[src/common/adc_clk_cfg_pkg.sv]
package adc_clk_cfg_pkg;

  // ----------------------------------------------------------------
  // sizes and register map
  // ----------------------------------------------------------------
  localparam int          NUM_CHAN        = 4;
  localparam int          ADDR_W          = 12;
  localparam int          CHAN_LANE_W     = 8;
  localparam logic [11:0] ADDR_CLOCK_CTRL = 12'h000;
  localparam logic [11:0] ADDR_CHAN_CFG   = 12'h004;
  localparam logic [11:0] ADDR_STATUS     = 12'h008;
  localparam logic [1:0]  RESP_OKAY       = 2'h0;
  localparam logic [1:0]  RESP_SLVERR     = 2'h2;

  // ----------------------------------------------------------------
  // modes and field layouts
  // ----------------------------------------------------------------
  typedef enum logic [1:0] {
    PWR_HIGH_RESOLUTION,
    PWR_LOW_POWER,
    PWR_VERY_LOW_POWER,
    PWR_RESERVED
  } power_mode_t;

  typedef enum logic [1:0] {
    SEL_INPUT_PINS,
    SEL_ANALOG_GROUND,
    SEL_TEST_POS,
    SEL_TEST_NEG
  } input_sel_t;

  // clock control word, bit 0 upward: source select, power mode, standby
  typedef struct packed {
    logic        standby;
    power_mode_t pwr;
    logic        clkSel;
  } clk_ctrl_t;

  // one byte lane per channel: input select in [1:0], gain code in [4:2]
  typedef struct packed {
    logic [2:0] gain;
    input_sel_t sel;
  } chan_cfg_t;

  localparam clk_ctrl_t CLK_CTRL_RST = '{standby: 1'h0, pwr: PWR_HIGH_RESOLUTION, clkSel: 1'h0};
  localparam chan_cfg_t CHAN_CFG_RST = '{gain: 3'h0, sel: SEL_INPUT_PINS};
  localparam int        STAT_REF_READY_BIT = 0;
  localparam int        STAT_OSC_ON_BIT    = 1;
  localparam int        STAT_CONV_BIT      = 2;

  // ----------------------------------------------------------------
  // analog scaling in microvolts
  // ----------------------------------------------------------------
  localparam logic [20:0] FSR_BASE_UV  = 21'h124F80;
  localparam int          TEST_NUM     = 2;
  localparam int          TEST_DEN     = 15;
  localparam logic [18:0] TEST_BASE_UV = 19'(int'(FSR_BASE_UV) * TEST_NUM / TEST_DEN);

  // ----------------------------------------------------------------
  // clocking
  // ----------------------------------------------------------------
  localparam longint      REF_CLK_HZ     = 100000000;
  localparam int          REF_CLK_MHZ    = 100;
  localparam longint      OSC_HZ         = 8192000;
  localparam logic [31:0] NCO_INC        = 32'((64'(OSC_HZ) << 32) / 64'(REF_CLK_HZ));
  localparam logic [1:0]  DIV_LOG2_X1    = 2'h0;
  localparam logic [1:0]  DIV_LOG2_X2    = 2'h1;
  localparam logic [1:0]  DIV_LOG2_X4    = 2'h2;
  localparam logic [1:0]  MOD_DIV_LOG2   = 2'h1;
  localparam int          REF_SETTLE_US  = 100;

endpackage

[src/hdl/tick_divider.sv]
`timescale 1ns/1ns
// ------------------------------------------------------------------
// divides a stream of enable pulses by 1, 2 or 4
// ------------------------------------------------------------------
module tick_divider
  import adc_clk_cfg_pkg::*;
(
  input  wire logic       ref_clk,
  input  wire logic       rstn,
  input  wire logic       clear,
  input  wire logic       tickIn,
  input  wire logic [1:0] log2Ratio,
  output logic            tickOut
);

  logic [1:0] cnt_q;
  logic [1:0] mask;
  logic       wrap;

  // mask of the count; >= catches a ratio lowered mid-count
  assign mask = 2'((3'h1 << log2Ratio) - 3'h1);
  assign wrap = tickIn && (cnt_q >= mask);

  // phase restart on clear keeps the output free of short periods
  always_ff @(posedge ref_clk or negedge rstn) begin
    if (!rstn) begin
      cnt_q   <= 2'h0;
      tickOut <= 1'h0;
    end else begin
      tickOut <= wrap && !clear;
      if (clear || wrap) begin
        cnt_q <= 2'h0;
      end else if (tickIn) begin
        cnt_q <= cnt_q + 2'h1;
      end
    end
  end

endmodule

[src/hdl/adc_clock_and_channel_config.sv]
// Chosen here: the register addresses and register access over AXI4-Lite.
`timescale 1ns/1ns
// ------------------------------------------------------------------
// ------------------------------------------------------------------
module adc_clock_and_channel_config
  import adc_clk_cfg_pkg::*;
#(
  parameter int REF_SETTLE_CYC = REF_SETTLE_US * REF_CLK_MHZ
)
(
  input  wire logic                              ref_clk,
  input  wire logic                              rstn,
  input  wire logic [ADDR_W-1:0]                 awaddr,
  input  wire logic                              awvalid,
  output logic                                   awready,
  input  wire logic [31:0]                       wdata,
  input  wire logic [3:0]                        wstrb,
  input  wire logic                              wvalid,
  output logic                                   wready,
  output logic [1:0]                             bresp,
  output logic                                   bvalid,
  input  wire logic                              bready,
  input  wire logic [ADDR_W-1:0]                 araddr,
  input  wire logic                              arvalid,
  output logic                                   arready,
  output logic [31:0]                            rdata,
  output logic [1:0]                             rresp,
  output logic                                   rvalid,
  input  wire logic                              rready,
  input  wire logic                              extClkIn,
  output logic                                   oscEnable,
  output logic                                   mclkTick,
  output logic                                   modTick,
  output logic                                   convEnable,
  output chan_cfg_t [NUM_CHAN-1:0]               chanCfg,
  output logic      [NUM_CHAN-1:0][20:0]         fsrUv,
  output logic      [NUM_CHAN-1:0][18:0]         testLevelUv
);

  // ----------------------------------------------------------------
  // helpers
  // ----------------------------------------------------------------
  function automatic logic [20:0] fsr_of(input logic [2:0] gain);
    fsr_of = FSR_BASE_UV >> gain;
  endfunction

  function automatic logic [18:0] test_of(input chan_cfg_t cfg);
    logic [18:0] mag;
    mag = TEST_BASE_UV >> cfg.gain;
    case (cfg.sel)
      SEL_TEST_POS: test_of = mag;
      SEL_TEST_NEG: test_of = 19'(-mag);
      default:      test_of = 19'h0;
    endcase
  endfunction

  function automatic logic [1:0] div_of(input power_mode_t pwr);
    case (pwr)
      PWR_HIGH_RESOLUTION: div_of = DIV_LOG2_X1;
      PWR_LOW_POWER:       div_of = DIV_LOG2_X2;
      default:             div_of = DIV_LOG2_X4;
    endcase
  endfunction

  // ----------------------------------------------------------------
  // register state and bus slave
  // ----------------------------------------------------------------
  clk_ctrl_t                ctrl_q;
  chan_cfg_t [NUM_CHAN-1:0] cfg_q;
  logic [ADDR_W-1:0]        awAddr_q;
  logic [31:0]              wData_q;
  logic [3:0]               wStrb_q;
  logic                     awHeld_q;
  logic                     wHeld_q;
  logic                     awReady_q;
  logic                     wReady_q;
  logic                     bValid_q;
  logic [1:0]               bResp_q;
  logic                     arReady_q;
  logic                     rValid_q;
  logic [31:0]              rData_q;
  logic [1:0]               rResp_q;
  logic                     refReady_q;
  logic                     doWrite;
  logic                     wrCtrl;
  logic                     wrChan;
  logic                     wrKnown;
  logic                     rdKnown;
  logic [31:0]              rdMux;
  logic [31:0]              statusWord;
  power_mode_t              pwrWr;

  // write fires once both halves are held; reserved power code folds to very low power
  assign doWrite = awHeld_q && wHeld_q && !bValid_q;
  assign wrCtrl  = doWrite && (awAddr_q[ADDR_W-1:2] == ADDR_CLOCK_CTRL[ADDR_W-1:2]);
  assign wrChan  = doWrite && (awAddr_q[ADDR_W-1:2] == ADDR_CHAN_CFG[ADDR_W-1:2]);
  assign wrKnown = wrCtrl || wrChan || (awAddr_q[ADDR_W-1:2] == ADDR_STATUS[ADDR_W-1:2]);
  assign pwrWr   = (wData_q[2:1] == 2'h3) ? PWR_VERY_LOW_POWER : power_mode_t'(wData_q[2:1]);

  // read decode, unused bits read zero
  assign statusWord = {29'h0, convEnable, oscEnable, refReady_q};
  assign rdKnown    = (araddr[ADDR_W-1:2] == ADDR_CLOCK_CTRL[ADDR_W-1:2]) ||
                      (araddr[ADDR_W-1:2] == ADDR_CHAN_CFG[ADDR_W-1:2]) ||
                      (araddr[ADDR_W-1:2] == ADDR_STATUS[ADDR_W-1:2]);
  assign rdMux = (araddr[ADDR_W-1:2] == ADDR_CLOCK_CTRL[ADDR_W-1:2]) ? {28'h0, ctrl_q} :
                 (araddr[ADDR_W-1:2] == ADDR_CHAN_CFG[ADDR_W-1:2])   ?
                   {3'h0, cfg_q[3], 3'h0, cfg_q[2], 3'h0, cfg_q[1], 3'h0, cfg_q[0]} :
                 (araddr[ADDR_W-1:2] == ADDR_STATUS[ADDR_W-1:2])     ? statusWord : 32'h0;

  // write address channel
  always_ff @(posedge ref_clk or negedge rstn) begin
    if (!rstn) begin
      awHeld_q  <= 1'h0;
      awReady_q <= 1'h1;
      awAddr_q  <= '0;
    end else if (awvalid && awReady_q) begin
      awHeld_q  <= 1'h1;
      awReady_q <= 1'h0;
      awAddr_q  <= awaddr;
    end else if (doWrite) begin
      awHeld_q  <= 1'h0;
    end else if (bValid_q && bready) begin
      awReady_q <= 1'h1;
    end
  end

  // write data channel, either order against the address
  always_ff @(posedge ref_clk or negedge rstn) begin
    if (!rstn) begin
      wHeld_q  <= 1'h0;
      wReady_q <= 1'h1;
      wData_q  <= 32'h0;
      wStrb_q  <= 4'h0;
    end else if (wvalid && wReady_q) begin
      wHeld_q  <= 1'h1;
      wReady_q <= 1'h0;
      wData_q  <= wdata;
      wStrb_q  <= wstrb;
    end else if (doWrite) begin
      wHeld_q  <= 1'h0;
    end else if (bValid_q && bready) begin
      wReady_q <= 1'h1;
    end
  end

  // write response; status is read-only and silently keeps its value
  always_ff @(posedge ref_clk or negedge rstn) begin
    if (!rstn) begin
      bValid_q <= 1'h0;
      bResp_q  <= RESP_OKAY;
    end else if (doWrite) begin
      bValid_q <= 1'h1;
      bResp_q  <= wrKnown ? RESP_OKAY : RESP_SLVERR;
    end else if (bValid_q && bready) begin
      bValid_q <= 1'h0;
    end
  end

  // clock control register, low byte lane only
  always_ff @(posedge ref_clk or negedge rstn) begin
    if (!rstn) begin
      ctrl_q <= CLK_CTRL_RST;
    end else if (wrCtrl && wStrb_q[0]) begin
      ctrl_q <= '{standby: wData_q[3], pwr: pwrWr, clkSel: wData_q[0]};
    end
  end

  // per-channel config, one byte lane each so channels update independently
  for (genvar ch = 0; ch < NUM_CHAN; ch++) begin : g_chan
    always_ff @(posedge ref_clk or negedge rstn) begin
      if (!rstn) begin
        cfg_q[ch] <= CHAN_CFG_RST;
      end else if (wrChan && wStrb_q[ch]) begin
        cfg_q[ch] <= chan_cfg_t'(wData_q[ch*CHAN_LANE_W +: 5]);
      end
    end
  end

  // read channel, answer on the same edge that takes the address
  always_ff @(posedge ref_clk or negedge rstn) begin
    if (!rstn) begin
      arReady_q <= 1'h1;
      rValid_q  <= 1'h0;
      rData_q   <= 32'h0;
      rResp_q   <= RESP_OKAY;
    end else if (arvalid && arReady_q) begin
      arReady_q <= 1'h0;
      rValid_q  <= 1'h1;
      rData_q   <= rdMux;
      rResp_q   <= rdKnown ? RESP_OKAY : RESP_SLVERR;
    end else if (rValid_q && rready) begin
      arReady_q <= 1'h1;
      rValid_q  <= 1'h0;
    end
  end

  assign awready = awReady_q;
  assign wready  = wReady_q;
  assign bvalid  = bValid_q;
  assign bresp   = bResp_q;
  assign arready = arReady_q;
  assign rvalid  = rValid_q;
  assign rdata   = rData_q;
  assign rresp   = rResp_q;

  // ----------------------------------------------------------------
  // clock sources
  // ----------------------------------------------------------------
  logic        extSync1_q;
  logic        extSync2_q;
  logic        extPrev_q;
  logic        extEdge;
  logic [31:0] ncoAcc_q;
  logic [32:0] ncoSum;
  logic        oscTick_q;
  logic        intTick;
  logic        mainSrc;

  // pin crosses in two flops; edge taken only behind the second
  always_ff @(posedge ref_clk or negedge rstn) begin
    if (!rstn) begin
      extSync1_q <= 1'h0;
      extSync2_q <= 1'h0;
      extPrev_q  <= 1'h0;
    end else begin
      extSync1_q <= extClkIn;
      extSync2_q <= extSync1_q;
      extPrev_q  <= extSync2_q;
    end
  end
  assign extEdge = extSync2_q && !extPrev_q;

  // oscillator modelled as a phase accumulator; jitter is one ref cycle
  assign ncoSum = {1'h0, ncoAcc_q} + {1'h0, NCO_INC};
  always_ff @(posedge ref_clk or negedge rstn) begin
    if (!rstn) begin
      oscEnable <= 1'h0;
      ncoAcc_q  <= 32'h0;
      oscTick_q <= 1'h0;
    end else begin
      oscEnable <= ctrl_q.clkSel;
      ncoAcc_q  <= oscEnable ? ncoSum[31:0] : 32'h0;
      oscTick_q <= oscEnable && ncoSum[32];
    end
  end

  // no sequencer: the host must quiesce via standby before changing these
  tick_divider u_osc_div (
    .ref_clk   (ref_clk),
    .rstn      (rstn),
    .clear     (!oscEnable),
    .tickIn    (oscTick_q),
    .log2Ratio (div_of(ctrl_q.pwr)),
    .tickOut   (intTick)
  );

  // source mux; external edges rely on a continuous clock from outside
  assign mainSrc = ctrl_q.clkSel ? intTick : extEdge;
  always_ff @(posedge ref_clk or negedge rstn) begin
    if (!rstn) begin
      mclkTick <= 1'h0;
    end else begin
      mclkTick <= mainSrc;
    end
  end

  tick_divider u_mod_div (
    .ref_clk   (ref_clk),
    .rstn      (rstn),
    .clear     (1'h0),
    .tickIn    (mclkTick),
    .log2Ratio (MOD_DIV_LOG2),
    .tickOut   (modTick)
  );

  // ----------------------------------------------------------------
  // reference settling and channel outputs
  // ----------------------------------------------------------------
  logic [31:0] settleCnt_q;

  // conversions held off until the reference settle time has run out
  always_ff @(posedge ref_clk or negedge rstn) begin
    if (!rstn) begin
      settleCnt_q <= 32'h0;
      refReady_q  <= 1'h0;
      convEnable  <= 1'h0;
    end else begin
      if (!refReady_q) begin
        settleCnt_q <= settleCnt_q + 32'h1;
      end
      refReady_q <= refReady_q || (settleCnt_q >= 32'(REF_SETTLE_CYC - 1));
      convEnable <= refReady_q && !ctrl_q.standby;
    end
  end

  // scaling per channel, registered so outputs leave from flops
  always_ff @(posedge ref_clk or negedge rstn) begin
    if (!rstn) begin
      chanCfg     <= {NUM_CHAN{CHAN_CFG_RST}};
      fsrUv       <= {NUM_CHAN{FSR_BASE_UV}};
      testLevelUv <= '0;
    end else begin
      for (int ch = 0; ch < NUM_CHAN; ch++) begin
        chanCfg[ch]     <= cfg_q[ch];
        fsrUv[ch]       <= fsr_of(cfg_q[ch].gain);
        testLevelUv[ch] <= test_of(cfg_q[ch]);
      end
    end
  end

  logic [2:0] oscSince_q;
  logic       divClean_q;

  // osc ticks since the last main tick; unclean after any control write
  always_ff @(posedge ref_clk or negedge rstn) begin
    if (!rstn) begin
      oscSince_q <= 3'h0;
      divClean_q <= 1'h0;
    end else begin
      oscSince_q <= mclkTick ? 3'h0 : oscSince_q + {2'h0, oscTick_q};
      divClean_q <= !wrCtrl && (divClean_q || mclkTick);
    end
  end

  for (genvar ch = 0; ch < NUM_CHAN; ch++) begin : g_chk

  end
endmodule

[config.mk]
export PLATFORM = sky130hd
export DESIGN_NAME = adc_clock_and_channel_config
export DESIGN_NICKNAME = d
export VERILOG_FILES = /design/src/common/adc_clk_cfg_pkg.sv /design/src/hdl/tick_divider.sv /design/src/hdl/adc_clock_and_channel_config.sv
export SDC_FILE = /design/constraint.sdc
export NUM_CORES = 1
export LEC_CHECK = 0
export ABC_AREA = 1
export BUFFER_PORTS_ARGS = -buffer_cell sky130_fd_sc_hd__clkbuf_2
export CAP_MARGIN = 0
export CORE_MARGIN = 2
export CORE_UTILIZATION = 55
export CTS_CLUSTER_DIAMETER = 60
export DETAILED_ROUTE_END_ITERATION = 6
export GPL_TIMING_DRIVEN = 0
export PLACE_DENSITY = 0.8
export SYNTH_ARGS = -nofsm -noshare
export SYNTH_HDL_FRONTEND = slang
export SYNTH_SLANG_ARGS = --single-unit
[constraint.sdc]
create_clock -name ref_clk -period 2.2 [get_ports ref_clk]
set_clock_uncertainty 0.05 [all_clocks]
set_input_delay 0.55 -clock ref_clk [delete_from_list [all_inputs] [get_ports ref_clk]]
set_output_delay 0.55 -clock ref_clk [all_outputs]
set_load 0.005 [all_outputs]
==> flow_summary.json <==
{
  "post-place-ws_ns": 0.0841,
  "p_leak_nw": 9.22,
  "hold_viol_final": 0,
  "drc": 0,
  "fp.dieArea_um2": 27600,
  "cp_max_fo": 9,
  "yosysUniqueCellTypes": 44,
  "synth_fa_ha_area_frac": 0.0303,
  "port_buffers": 258,
  "die_y_um": 166,
  "grt_max_degree": 90,
  "synthArstFlopShare": 1.00,
  "crit_required_ns": 2.56,
  "vias": 11928,
  "groute.layer.met1.usage": 0.336,
  "dr.pass1.iters": 5,
  "drt_iter0_markers": 862,
  "mostFrequentLayoutCell": "nand2_1",
  "ioPinCount": 293,
  "finalWorstSetupSlack_ns": 0.177,
  "place_inst": 2229,
  "clock_sinks": 326,
  "via_per_inst": 5.20,
  "clock_path_buffers": 3,
  "final.min_clock_period_ns": 2.02,
  "drive_gt1_frac": 0.236,
  "clk_latency_ns": 0.51,
  "global_route.peak_usage_layer": "met2",
  "grt_use_met2": 0.429,
  "synth_compound_area_frac": 0.0885,
  "synth-seq-cells": 326,
  "grt.met3_usage": 0.0560,
  "fin_cells": 2292,
  "tritoncts": "built",
  "num_rows": 59,
  "antenna_found_initial": 1,
  "hpwl_mm": 26.2,
  "outcome": "complete, no violations",
  "wl_mm": 35.4,
  "mostFrequentLayoutCells": "399 x nand2_1, 288 x dfrtp_1, 258 x clkbuf_2",
  "gp_congestion": 0.953,
  "cap_violations": 0,
  "synth_area_um2": 14500,
  "routedWlPerCell_um": 15.4,
  "seq_area_frac_synth": 0.566,
  "fin_crit_sh": 0.920,
  "numCtsBuffers": 35,
  "drv_slew": 0,
  "root_buffer": "clkbuf_16",
  "track_usage": 0.259,
  "die_x_um": 166,
  "end_kind": "flip-flop",
  "syn_inst": 1616,
  "ctsHoldBuffers": 0,
  "rsz0062_at_grt": "no",
  "htreeDepth": 2,
  "slew_headroom": 0.467,
  "grt_first_pass_wirelength_mm": 58.6,
  "synth_ff_type": "dfrtp_1",
  "drtAntennaViolNets": 0,
  "peakVddDrop_mv": 0.572,
  "hold_class": "in -> async",
  "synth_edf_count": 0,
  "overflow": 0,
  "worst_slew_pin_slew_ns": 0.799,
  "cp-start-kind": "flip-flop",
  "grt_pass1_vias": 11849,
  "setup_viol": 0,
  "initial_core_util": 0.559,
  "yosys_warnings": 0,
  "worstPathArrival_ns": 2.38,
  "syn_avg_cell_area_um2": 8.96,
  "critPathKind": "reg -> reg",
  "nNetsFinal": 2034,
  "final.setup.tns_ns": 0,
  "synth.area.mux_share": 0.0171,
  "fmax_mhz": 494,
  "total_power_w": 0.0138,
  "synth_xor_area_frac": 0.0163,
  "p_per_area_nw_per_um2": 790,
  "clkTransAtPathRegs_ns": 0.06,
  "core_area_um2": 25900,
  "yosys.area_share.simple": 0.210,
  "synth_top_family_by_area": "simple AND/OR/NAND/NOR gates",
  "syn2layout_area_growth_pct": 21.1
}
-- path summary, 6_finish.rpt --
kind | from | endpoint | slack, ns | cells past startpoint
setup reg to reg | cfg_q[17]$_DFFE_PN0P_ | testLevelUv[67]$_DFF_PN0_ | 0.18 | 9
hold reg to reg | extSync1_q$_DFF_PN0_ | extSync2_q$_DFF_PN0_ | 0.31 | 0
setup / recovery | cfg_q[17]$_DFFE_PN0P_ | testLevelUv[67]$_DFF_PN0_ | 0.18 | 9
hold / removal | rstn | ncoAcc_q[12]$_DFF_PN0_ | 0.007 | 1
max in group asynchronous | rstn | awAddr_q[8]$_DFFE_PN0P_ | 0.83 | 3
min in group ref_clk | extClkIn | extSync1_q$_DFF_PN0_ | 0.12 | 1
-- timing repair --
item                                    in CTS  in global routing
hold endpoints to repair                     0                  0
endpoints found under the setup margin       0                  9
resized for setup                            0                 10
setup buffers                                0                  0
-- layout make-up --
cell class / count / area (um2)
Fill cell: 2014 / 8390
Sequential cell: 326 / 8210
Multi-Input combinational cell: 1071 / 5310
Timing Repair Buffer: 261 / 1380
Clock buffer: 52 / 1020
Inverter: 182 / 683
Tap cell: 335 / 419
Buffer: 54 / 345
Clock inverter: 10 / 153
Antenna cell: 1 / 2.50
-- per-layer routing --
metal / up-vias / share of wire
met5: - / 0
met4: 0 / 0.035
met3: 84 / 0.076
met2: 453 / 0.48
met1: 5654 / 0.41
li1: 5737 / -
-- synthesized netlist by cell type, types with 2 or more instances --
library cell  number  share of area
ha_1              35          0.030
nand3b_1           5         0.0026
inv_1            175          0.045
nor4_1             3         0.0013
xnor2_1            9         0.0054
dfrtp_1          295           0.51
nor2_4             2         0.0016
nor3_1            13         0.0045
nand3_1           63          0.022
nor2_2            10         0.0043
mux2_2            22          0.017
nand2_1          399           0.10
nand3_2            4         0.0028
nor2_1           187          0.049
nor3_4             4         0.0045
dfstp_2           31          0.056
o211ai_1           2         0.0010
nand4_1           11         0.0048
o21ai_0          149          0.052
o21a_1             3         0.0016
xor2_1            18          0.011
nand2_2            6         0.0026
inv_2              7         0.0018
clkbuf_1          12         0.0031
buf_6              2         0.0016
o21ai_1           17         0.0059
nor3_2             2         0.0014
a21oi_1           69          0.024
buf_4             31          0.016
o22ai_1            5         0.0022
or2_2              5         0.0022
buf_2              8         0.0028
-- sequential cells by signal (all words and copies together) (netlist names), 2 cells and up --
signal           cells
ncoAcc_q            29
u_mod_div.cnt_q      2
chanCfg             16
wStrb_q              4
testLevelUv         72
awAddr_q            10
fsrUv               76
u_osc_div.cnt_q      2
ctrl_q               4
cfg_q               20
wData_q             20
rdata               20
settleCnt_q         32
-- critical path, stage by stage (launching register included) --
cell and delay, ns:
dfrtp_2 0.46, inv_1 0.14, ha_1 0.25, nand2_1 0.13, nand3_1 0.14, nor2_1 0.23
nand3_1 0.14, nand2_1 0.10, o21ai_1 0.06, a21oi_1 0.21
-- metrics by stage --
stage / hold slack (ns) / util / cell area [um2]
5_1_grt: 0.0555 / 0.676 / 17500
3_5_place_dp: 0.287 / 0.630 / 16300
4_1_cts: 0.0374 / 0.676 / 17500
2_1_floorplan: 0.204 / - / 14500
6_report: 0.00682 / 0.676 / 17500
3_3_place_gp: 0.289 / 0.627 / 16200
-- logic make-up after synthesis --
group | after synthesis
simple gates | 720
flops | 326
other cells | 1
mux | 22
compound gates | 249
xor+xnor | 27
buf+inv | 236
fa+ha+maj | 35
-- where the power goes --
group	internal (W)	total (W)	switching, W
combinational	0.000480	0.00117	0.000690
clock	0.00368	0.00598	0.00230
sequential	0.00646	0.00670	0.000237
Power figures use the tool's default switching activity.
